==> config.mk <==
export PLATFORM = sky130hd
export DESIGN_NAME = secure_control_register
export DESIGN_NICKNAME = d
export VERILOG_FILES = /design/src/hdl/secure_ctrl_pkg.sv /design/src/hdl/secure_control_register.sv
export SDC_FILE = /design/constraint.sdc
export NUM_CORES = 1
export LEC_CHECK = 0
export ABC_AREA = 1
export BUFFER_PORTS_ARGS = -buffer_cell sky130_fd_sc_hd__buf_2
export CORE_MARGIN = 3
export CORE_UTILIZATION = 45
export DETAILED_ROUTE_END_ITERATION = 8
export PLACE_DENSITY = 0.88
export SETUP_SLACK_MARGIN = 0.02
export SYNTH_ARGS = -nofsm -noshare
export SYNTH_HDL_FRONTEND = slang
export SYNTH_SLANG_ARGS = --single-unit
==> constraint.sdc <==
create_clock -name clock_i -period 1.95 [get_ports clock_i]
set_input_delay 0.195 -clock clock_i [delete_from_list [all_inputs] [get_ports clock_i]]
set_output_delay 0.195 -clock clock_i [all_outputs]
set_load 0.02 [all_outputs]
==> src/hdl/secure_ctrl_pkg.sv <==
/*
 Constants, field layout and carrier types for the secure control register bank.
 Assumes one core clock, an asynchronous active-high reset, and page-zero byte addresses.
*/
package secure_ctrl_pkg;

	// ----------------------------------------
	// Register map
	// ----------------------------------------
	localparam logic [15:0] OFS_IMPL_ID = 16'h8010;
	localparam logic [15:0] OFS_CONTROL = 16'h8020;
	localparam logic [15:0] OFS_ACK = 16'h8024;

	// ----------------------------------------
	// Control fields
	// ----------------------------------------
	localparam int BIT_XLAT_EN = 0;
	localparam int BIT_EVTQ_EN = 2;
	localparam int BIT_CMDQ_EN = 3;
	localparam int BIT_FETCH_GUARD = 5;
	localparam int BIT_VMW_LO = 6;
	localparam int BIT_STALL_DIS = 9;
	localparam logic [31:0] BASE_MASK = 32'h0000_002d;
	localparam logic [31:0] VMW_MASK = 32'h0000_01c0;
	localparam logic [31:0] STALL_DIS_MASK = 32'h0000_0200;
	localparam logic [9:0] CONTROL_RESET = 10'h000;
	localparam logic [2:0] VMW_MAX = 3'h4;
	localparam logic [1:0] STALL_MODEL_BOTH = 2'h0;
	localparam logic [1:0] STALL_MODEL_TERM = 2'h1;
	// Arbitrary neutral value
	localparam logic [31:0] IMPL_ID_DEFAULT = 32'h0000_0000;

	// ----------------------------------------
	// Carriers
	// ----------------------------------------
	typedef struct packed {
		logic valid;
		logic write;
		logic secure;
		logic [15:0] addr;
		logic [31:0] wdata;
	} reg_req_t;

	typedef struct packed {
		logic valid;
		logic secure_stream;
		logic instr_fetch;
		logic s1_out_nonsecure;
		logic stream_bypass;
		logic cd_stall;
	} txn_t;

	typedef struct packed {
		logic fault;
		logic abort;
		logic stall;
		logic record_event;
	} fault_t;

endpackage

==> src/hdl/secure_control_register.sv <==
/*
 Secure control register, its acknowledge copy, the implementation defined id word,
 and the fetch-guard fault decision that these bits steer.
 Assumes register requests and side-logic status are synchronous to clock_i, and that
 the queue and translation engines report idle when they have quiesced.
*/
`timescale 1ns/1ps
module secure_control_register #(
	parameter logic [31:0] IMPL_ID = secure_ctrl_pkg::IMPL_ID_DEFAULT
) (
	input wire logic clock_i,
	input wire logic rst_i,
	input wire secure_ctrl_pkg::reg_req_t req_i,
	input wire logic secure_state_present_i,
	input wire logic [1:0] secure_stall_model_i,
	input wire logic vmid_wildcard_support_i,
	input wire logic cmdq_idle_i,
	input wire logic evtq_idle_i,
	input wire logic xlat_idle_i,
	input wire secure_ctrl_pkg::txn_t txn_i,
	output logic [31:0] rd_data_o,
	output logic rd_valid_o,
	output logic translation_enable_o,
	output logic command_queue_enable_o,
	output logic event_queue_enable_o,
	output logic fetch_guard_o,
	output logic nonsecure_stall_disable_o,
	output logic [1:0] nonsecure_stall_model_o,
	output logic [15:0] vmid_ignore_mask_o,
	output secure_ctrl_pkg::fault_t fault_o
);

	// ----------------------------------------
	// Decode
	// ----------------------------------------
	logic [9:0] control;
	logic [9:0] ack;
	logic [31:0] impl_mask;
	logic access_ok;
	logic ctrl_write;
	logic [9:0] next_control;
	logic [1:0] next_stall_model;
	logic [2:0] vmw_ctrl;

	assign access_ok = req_i.valid && req_i.secure && secure_state_present_i;
	assign ctrl_write = access_ok && req_i.write && (req_i.addr == secure_ctrl_pkg::OFS_CONTROL);

	// stall disable reserved unless model is 00
	always_comb
	begin
		impl_mask = secure_ctrl_pkg::BASE_MASK;
		if (vmid_wildcard_support_i)
			impl_mask = impl_mask | secure_ctrl_pkg::VMW_MASK;
		if (secure_stall_model_i == secure_ctrl_pkg::STALL_MODEL_BOTH)
			impl_mask = impl_mask | secure_ctrl_pkg::STALL_DIS_MASK;
	end

	assign next_control = req_i.wdata[9:0] & impl_mask[9:0];

	// ----------------------------------------
	// Control register
	// ----------------------------------------
	// reset to zero
	always_ff @(posedge clock_i or posedge rst_i)
	begin
		if (rst_i)
			control <= secure_ctrl_pkg::CONTROL_RESET;
		else if (ctrl_write)
			control <= next_control;
		else
			control <= control & impl_mask[9:0];
	end

	// ----------------------------------------
	// Stall model id
	// ----------------------------------------
	// terminate only when disabled
	always_comb
	begin
		next_stall_model = secure_stall_model_i;
		if (secure_stall_model_i == secure_ctrl_pkg::STALL_MODEL_BOTH
			&& control[secure_ctrl_pkg::BIT_STALL_DIS])
			next_stall_model = secure_ctrl_pkg::STALL_MODEL_TERM;
	end

	always_ff @(posedge clock_i or posedge rst_i)
	begin
		if (rst_i)
			nonsecure_stall_model_o <= secure_ctrl_pkg::STALL_MODEL_BOTH;
		else
			nonsecure_stall_model_o <= next_stall_model;
	end

	// ----------------------------------------
	// Acknowledge copy
	// ----------------------------------------
	// ack follows control after completion
	// each field acked on its own terms
	always_ff @(posedge clock_i or posedge rst_i)
	begin
		if (rst_i)
			ack <= secure_ctrl_pkg::CONTROL_RESET;
		else
		begin
			if (control[secure_ctrl_pkg::BIT_XLAT_EN] || xlat_idle_i)
				ack[secure_ctrl_pkg::BIT_XLAT_EN] <= control[secure_ctrl_pkg::BIT_XLAT_EN];
			if (control[secure_ctrl_pkg::BIT_EVTQ_EN] || evtq_idle_i)
				ack[secure_ctrl_pkg::BIT_EVTQ_EN] <= control[secure_ctrl_pkg::BIT_EVTQ_EN];
			if (control[secure_ctrl_pkg::BIT_CMDQ_EN] || cmdq_idle_i)
				ack[secure_ctrl_pkg::BIT_CMDQ_EN] <= control[secure_ctrl_pkg::BIT_CMDQ_EN];
			ack[secure_ctrl_pkg::BIT_FETCH_GUARD] <= control[secure_ctrl_pkg::BIT_FETCH_GUARD];
			ack[8:6] <= control[8:6];
			// ack only once model id shows it
			if (nonsecure_stall_model_o == next_stall_model)
				ack[secure_ctrl_pkg::BIT_STALL_DIS] <= control[secure_ctrl_pkg::BIT_STALL_DIS];
			ack[1] <= 1'b0;
			ack[4] <= 1'b0;
		end
	end

	// ----------------------------------------
	// Read port
	// ----------------------------------------
	// implementation defined word
	always_ff @(posedge clock_i or posedge rst_i)
	begin
		if (rst_i)
		begin
			rd_data_o <= 32'h0000_0000;
			rd_valid_o <= 1'b0;
		end
		else
		begin
			rd_valid_o <= req_i.valid && !req_i.write;
			rd_data_o <= 32'h0000_0000;
			if (access_ok && !req_i.write)
			begin
				unique case (req_i.addr)
					secure_ctrl_pkg::OFS_IMPL_ID: rd_data_o <= IMPL_ID;
					secure_ctrl_pkg::OFS_CONTROL: rd_data_o <= {22'h0, control} & impl_mask;
					secure_ctrl_pkg::OFS_ACK: rd_data_o <= {22'h0, ack} & impl_mask;
					default: rd_data_o <= 32'h0000_0000;
				endcase
			end
		end
	end

	// ----------------------------------------
	// Steering outputs
	// ----------------------------------------
	// Wildcard decoded from the acknowledged value so invalidations never run ahead of it.
	assign vmw_ctrl = ack[8:6];

	always_ff @(posedge clock_i or posedge rst_i)
	begin
		if (rst_i)
		begin
			translation_enable_o <= 1'b0;
			command_queue_enable_o <= 1'b0;
			event_queue_enable_o <= 1'b0;
			fetch_guard_o <= 1'b0;
			nonsecure_stall_disable_o <= 1'b0;
			vmid_ignore_mask_o <= 16'h0000;
		end
		else
		begin
			translation_enable_o <= control[secure_ctrl_pkg::BIT_XLAT_EN];
			command_queue_enable_o <= control[secure_ctrl_pkg::BIT_CMDQ_EN];
			event_queue_enable_o <= control[secure_ctrl_pkg::BIT_EVTQ_EN];
			fetch_guard_o <= control[secure_ctrl_pkg::BIT_FETCH_GUARD];
			nonsecure_stall_disable_o <= control[secure_ctrl_pkg::BIT_STALL_DIS];
			if (vmw_ctrl <= secure_ctrl_pkg::VMW_MAX)
				vmid_ignore_mask_o <= 16'((17'h1 << vmw_ctrl) - 17'h1);
			else
				vmid_ignore_mask_o <= 16'h0000;
		end
	end

	// ----------------------------------------
	// Fetch guard decision
	// ----------------------------------------
	logic guard_hit;

	// translated path relies on TLB invalidation
	assign guard_hit = txn_i.valid && txn_i.secure_stream && txn_i.instr_fetch
		&& txn_i.s1_out_nonsecure && ack[secure_ctrl_pkg::BIT_FETCH_GUARD];

	always_ff @(posedge clock_i or posedge rst_i)
	begin
		if (rst_i)
			fault_o <= '0;
		else
		begin
			fault_o <= '0;
			if (guard_hit)
			begin
				fault_o.fault <= 1'b1;
				if (!ack[secure_ctrl_pkg::BIT_XLAT_EN])
					fault_o.abort <= 1'b1;
				else if (txn_i.stream_bypass)
				begin
					fault_o.abort <= 1'b1;
					fault_o.record_event <= ack[secure_ctrl_pkg::BIT_EVTQ_EN];
				end
				else
				begin
					fault_o.stall <= txn_i.cd_stall;
					fault_o.abort <= !txn_i.cd_stall;
					fault_o.record_event <= ack[secure_ctrl_pkg::BIT_EVTQ_EN];
				end
			end
		end
	end

endmodule // secure_control_register

Word level (Yosys, flattened, before mapping)
Index checks and enable logic that the tools add are counted.
{"block": "totals", "reg_bits": 78, "latchBits": 0, "mem_bits_rw": 0, "mem_bits_ro": 0, "in_bits": 66, "elab_cells": 58, "n_memories": 0}
{"block": "classes", "addsub": 1, "n_mul": 0, "div": 0, "magnitude_cmp": 1, "eq_ne": 3, "shifts": 1, "n_mux": 12, "bitwise_logic": 4, "n_reduce_logical": 17}
{"cell": "$and A10 B32 Y32", "count": 2}
{"cell": "$pmux W32 S2", "count": 1}
{"cell": "$eq A16 B16 Y1 const B", "count": 2}
{"cell": "$mux W32", "count": 1}
{"cell": "$and A10 B10 Y10", "count": 2}
{"cell": "$mux W10", "count": 2}
{"cell": "$mux W16", "count": 1}
{"cell": "$shl A1 B3 Y16 const A", "count": 1}
{"cell": "$sub A16 B1 Y16 const B", "count": 1}
{"cell": "$logic_and A1 B1 Y1", "count": 11}
{"cell": "$mux W9", "count": 1}
{"cell": "$mux W2", "count": 2}
{"cell": "$mux W4", "count": 1}
{"cell": "$le A3 B3 Y1 const B", "count": 1}
{"cell": "$logic_or A1 B1 Y1", "count": 3}
{"cell": "$mux W1", "count": 3}
{"cell": "$eq A2 B2 Y1", "count": 1}
{"cell": "$logic_not A1 Y1", "count": 2}
{"cell": "$logic_not A2 Y1", "count": 1}

Longest topological paths before layout
{"block": "depth", "ltp_word": 5, "ltp_mapped": 10, "mapped_depth_nobuf": 10}

Worst setup path after synthesis
No wires, ideal clock.
{"block": "synth_path", "kind": "register to register", "from": "reg ack[7]", "to": "reg vmid_ignore_mask_o[7]", "setup_time_ns": 0.125, "arrival_ns": 1.450, "required_ns": 1.825, "setup_slack_ns": 0.375, "stages_incl_launch_ff": 10, "synth_period_minus_slack_ns": 1.575, "path_cell_list": "dfrtp_1 > nor2_1 > ha_1 > inv_1 > nand3_1 > nand2_1 > nand2_1 > nor2_1 > ha_1 > nor2_1"}
{"block": "synth_via", "elab_chain_len": 3}
{"item": "start: declaration", "line_no": "secure_control_register.sv:37", "source": "logic [9:0] ack;"}
{"item": "start signal: assignment", "line_no": "secure_control_register.sv:102", "source": "ack <= secure_ctrl_pkg::CONTROL_RESET;"}
{"item": "start signal: indexed assignment", "line_no": "secure_control_register.sv:106", "source": "ack[secure_ctrl_pkg::BIT_XLAT_EN] <= control[secure_ctrl_pkg::BIT_XLAT_EN];"}
{"item": "start signal: indexed assignment", "line_no": "secure_control_register.sv:108", "source": "ack[secure_ctrl_pkg::BIT_EVTQ_EN] <= control[secure_ctrl_pkg::BIT_EVTQ_EN];"}
{"item": "$shl A1 B3 Y16", "line_no": "secure_control_register.sv:173", "source": "vmid_ignore_mask_o <= 16'((17'h1 << vmw_ctrl) - 17'h1);"}
{"item": "$sub A16 B1 Y16", "line_no": "secure_control_register.sv:173"}
{"item": "$mux W16 *", "line_no": "secure_control_register.sv:172", "source": "if (vmw_ctrl <= secure_ctrl_pkg::VMW_MAX)"}
{"item": "end signal: assignment", "line_no": "secure_control_register.sv:173"}
{"item": "end: declaration", "line_no": "secure_control_register.sv:29", "source": "output logic [15:0] vmid_ignore_mask_o,"}
Every way passes the cells marked *; elsewhere a longest branch is shown, timed or not.
A chain may end at the register's enable or synchronous reset.

Final worst setup path
{"block": "layout_path", "from": "reg ack[6]", "to": "reg vmid_ignore_mask_o[6]"}
The elaborated chain is that of the path after synthesis.

==> results.txt <==
----------------------------------------------------
[Clock tree]
  Clock-pin transition on the worst setup and hold timing paths ... 0.09 ns
  # resized after CTS ... 0
  H-tree depth ... 2
  Post-CTS Setup Repair Bufs ... 0
  Insertion delay of the later-clocked pin in the worst-skew pair ... 0.31 ns
  Clock buffers created by TritonCTS ... 5
  Root Buffer Master ... sky130_fd_sc_hd__clkbuf_8
  Total number of clock tree sinks ... 50
  Maximum number of buffers from clock root to sink ... 2
  Number of hold-repair buffers added at the cts stage ... 0
  Clock tree from TritonCTS ... built

[STA]
  Final hold viol count ... 0
  Minimum clock period ... 1.78 ns
  Final setup violation count ... 0
  Number of pins exceeding their max-slew limit in the final report ... 0
  Largest clock skew in the final design ... 0.00714 ns
  Worst slew slack as a fraction of its limit ... 0.604
  Slew at the pin closest to its max-slew limit ... 0.593 ns
  Final-layout setup total negative slack ... 0 ns
  Achievable Freq ... 562 MHz
  Unrepaired setup endpoints after global routing ... no
  Fraction of the cycle the final worst path needs ... 0.913

[Worst setup path]
  Cell at the slowest stage of the critical path ... sky130_fd_sc_hd__dfrtp_1
  Endpoint type of the worst setup path ... flip-flop
  Type of the worst setup path ... reg -> reg
  Highest fanout seen on the critical path ... 6
  CP max stage delay ... 0.46 ns
  Sequence of cells on the critical path ... nor2_1 > ha_1 > inv_1 > ha_1 > o21ai_1 > inv_1 > nand4_1 > a21oi_1
  Arrival time of data at the critical path endpoint ... 1.97 ns
  Data required time of the critical path ... 2.14 ns
  Cell family contributing the most delay on the critical path ... flip-flops
  Type of element launching the critical path ... flip-flop
  Count of buffer and inverter cells on the critical path ... 2

[Floorplanning]
  Starting utilization of the core area ... 0.469
  Chip Height ... 79.4 um
  Core area ... 5170 um2
  Floorplan die area ... 6310 um2
  IO Pins ... 126
  Die span in x ... 79.4 um
  Row count ... 26

[Placed design]
  Port buffer count ... 77
  HPWL after detailed placement ... 3610 um
  Number of placed instances, taps included ... 409
  Routability congestion estimate ... 0.872
  Instance area at placement ... 2780 um2

[Final layout]
  Fill cells ... 478
  Post-Route Utilization ... 0.563
  Commonest non-fill, non-tap cell in the layout ... sky130_fd_sc_hd__buf_2
  Proportion of layout cells with a drive suffix above 1 ... 0.311
  Layout overhead on the synthesized area ... 20.1%
  Cell area after layout ... 2910 um2
  Count of nets after finishing ... 417
  Count of inserted antenna diode cells ... 0
  Number of standard cells in the layout, taps in and fillers out ... 417
  Leading cell types in the layout, fill and taps excluded ... sky130_fd_sc_hd__buf_2, sky130_fd_sc_hd__dfrtp_1, sky130_fd_sc_hd__nand2_1

[Detailed routing]
  Final antenna-violating net count ... 0
  Iteration-0 DRC Markers ... 60
  Routed vias/inst ... 4.67
  Average detailed-routed wire length per instance ... 11.3 um
  Vias ... 1948
  Remaining DRCs ... 0
  First-pass iteration count of the detailed router ... 4
  Aggregate routed wire length ... 4690 um

[Yosys]
  Instance count of the mapped netlist ... 267
  EDFF count, synth ... 0
  Share of synthesized area occupied by flip-flops and latches ... 0.515
  Synth warnings ... 0
  Flip-flop and latch count after synthesis ... 50
  Combined area of all synthesized cells ... 2430 um2
  Netlist cell types ... 30
  Primary flip-flop cell chosen by synthesis mapping ... sky130_fd_sc_hd__dfrtp_1
  Synthesized area divided by synthesized cell count ... 9.09 um2
  Async set-reset flop share out of synthesis ... 1.00

[Power and ir drop]
  Static leakage power ... 1.75 nW
  Clock share of power ... 0.416
  Power density normalized to cell area ... 704 nW/um2
  Largest vdd supply drop ... 0.353 mV
  Cell internal pwr ... 1.60 mW
  Reg power frac ... 0.507
  Sw Share ... 0.221
  Reported net switching power ... 0.454 mW
  Combinational cell fraction of total power ... 0.077

[Run]
  Count of maximum capacitance violations ... 0

[Global route]
  Global router's overall resource usage ... 0.151
  Remaining Overflow, GRT ... 0
  Initial antenna violation count ... 0
  Pin count of the biggest net entering global routing ... 51
  Vias in the first global route ... 1763
  Global-route wire length before repair ... 7570 um

[Hold path]
  Min-delay worst type ... in -> async

[Run status]
  Result of the run ... completed

----------------------------------------------------
## cell usage after synthesis (all sizes together) (2+ instances only)
master | count | share of area
nor2 | 27 | 0.049
dfrtp | 50 | 0.52
nor3 | 7 | 0.024
inv | 41 | 0.063
clkbuf | 2 | 0.0031
nand4 | 26 | 0.067
a21oi | 11 | 0.023
ha | 5 | 0.026
buf | 27 | 0.087
o21bai | 3 | 0.0093
o21ai | 5 | 0.010
nand2 | 50 | 0.086
nand3 | 5 | 0.015
## worst paths after layout
kind                                                         to  slack (ns)                     from  depth (start not counted)
max in group asynchronous   nonsecure_stall_disable_o$_DFF_PP0_        1.52                    rst_i                          3
min reg2reg                                    ack[8]$_DFF_PP0_        0.37     control[8]$_DFF_PP0_                          0
min in group clock_i       nonsecure_stall_model_o[1]$_DFF_PP0_        0.05  secure_stall_model_i[1]                          1
max reg2reg                     vmid_ignore_mask_o[6]$_DFF_PP0_        0.17         ack[6]$_DFF_PP0_                          8
max                             vmid_ignore_mask_o[6]$_DFF_PP0_        0.17         ack[6]$_DFF_PP0_                          8
min                                      rd_data_o[7]$_DFF_PP0_        0.03                    rst_i                          3
## metal layers
layer  GRT usage  up-vias  share of wire  wire length [um]
met5           0        -              0                 0
met4      0.0464        0          0.012                57
met3      0.0406        6          0.094               439
met2       0.272       87           0.49              2300
met1       0.172      886           0.40              1890
li1            -      969              -                 -
## layout make-up
type,count,area (um2),share of cell area
multi-input combinational,170,891,0.306
clock inverter,3,68.8,0.0236
clock buffer,5,68.8,0.0236
sequential,50,1250,0.429
tap,70,87.6,0.0301
inverter,41,154,0.0528
timing repair buffer,78,393,0.135
## power by group through the flow
stage | Combinational [mW] | Clock [mW] | Sequential [mW]
after CTS | 0.160 | 0.866 | 1.04
after detailed placement | 0.160 | 0 | 1.06
final | 0.158 | 0.853 | 1.04
after floorplan | 0.135 | 0 | 1.07
after global placement | 0.158 | 0 | 1.06
after global routing | 0.178 | 0.912 | 1.04
## cells by family (layout without fill, tap and decap cells)
| family | Yosys count | in the layout | synth area share |
|---|---|---|---|
| and+or+nand+nor | 118 | 118 | 0.248 |
| buffers and inverters | 70 | 127 | 0.153 |
| DFF | 50 | 50 | 0.515 |
| AOI/OAI and AO/OA | 21 | 21 | 0.0485 |
| adders and majority gates | 5 | 5 | 0.0258 |
| xor gates and xnor gates | 2 | 2 | 0.00722 |
| other | 1 | 24 | 0.00154 |
## per-stage QoR
step | total power [mW] | setup WS (ns) | hold slack (ns)
finish | 2.05 | 0.169 | 0.0321
global route | 2.13 | 0.0315 | 0.0406
CTS | 2.07 | 0.175 | 0.0366
detailed placement | 1.22 | 0.199 | 0.359
global placement | 1.22 | 0.251 | 0.356
floorplan | 1.20 | 0.375 | 0.267
## registers in the layout (all words and copies together) (netlist names)
name	flops
nonsecure_stall_model_o	2
rd_data_o	8
translation_enable_o	1
rd_valid_o	1
ack	8
event_queue_enable_o	1
nonsecure_stall_disable_o	1
command_queue_enable_o	1
fault_o	4
vmid_ignore_mask_o	15
control	8
## tightest hold or removal path, delay by kind of cell
kind | cells | cell delay, ns
buf+inv | 3 | 0.61
No activity file was read; power rests on OpenSTA's default activity.
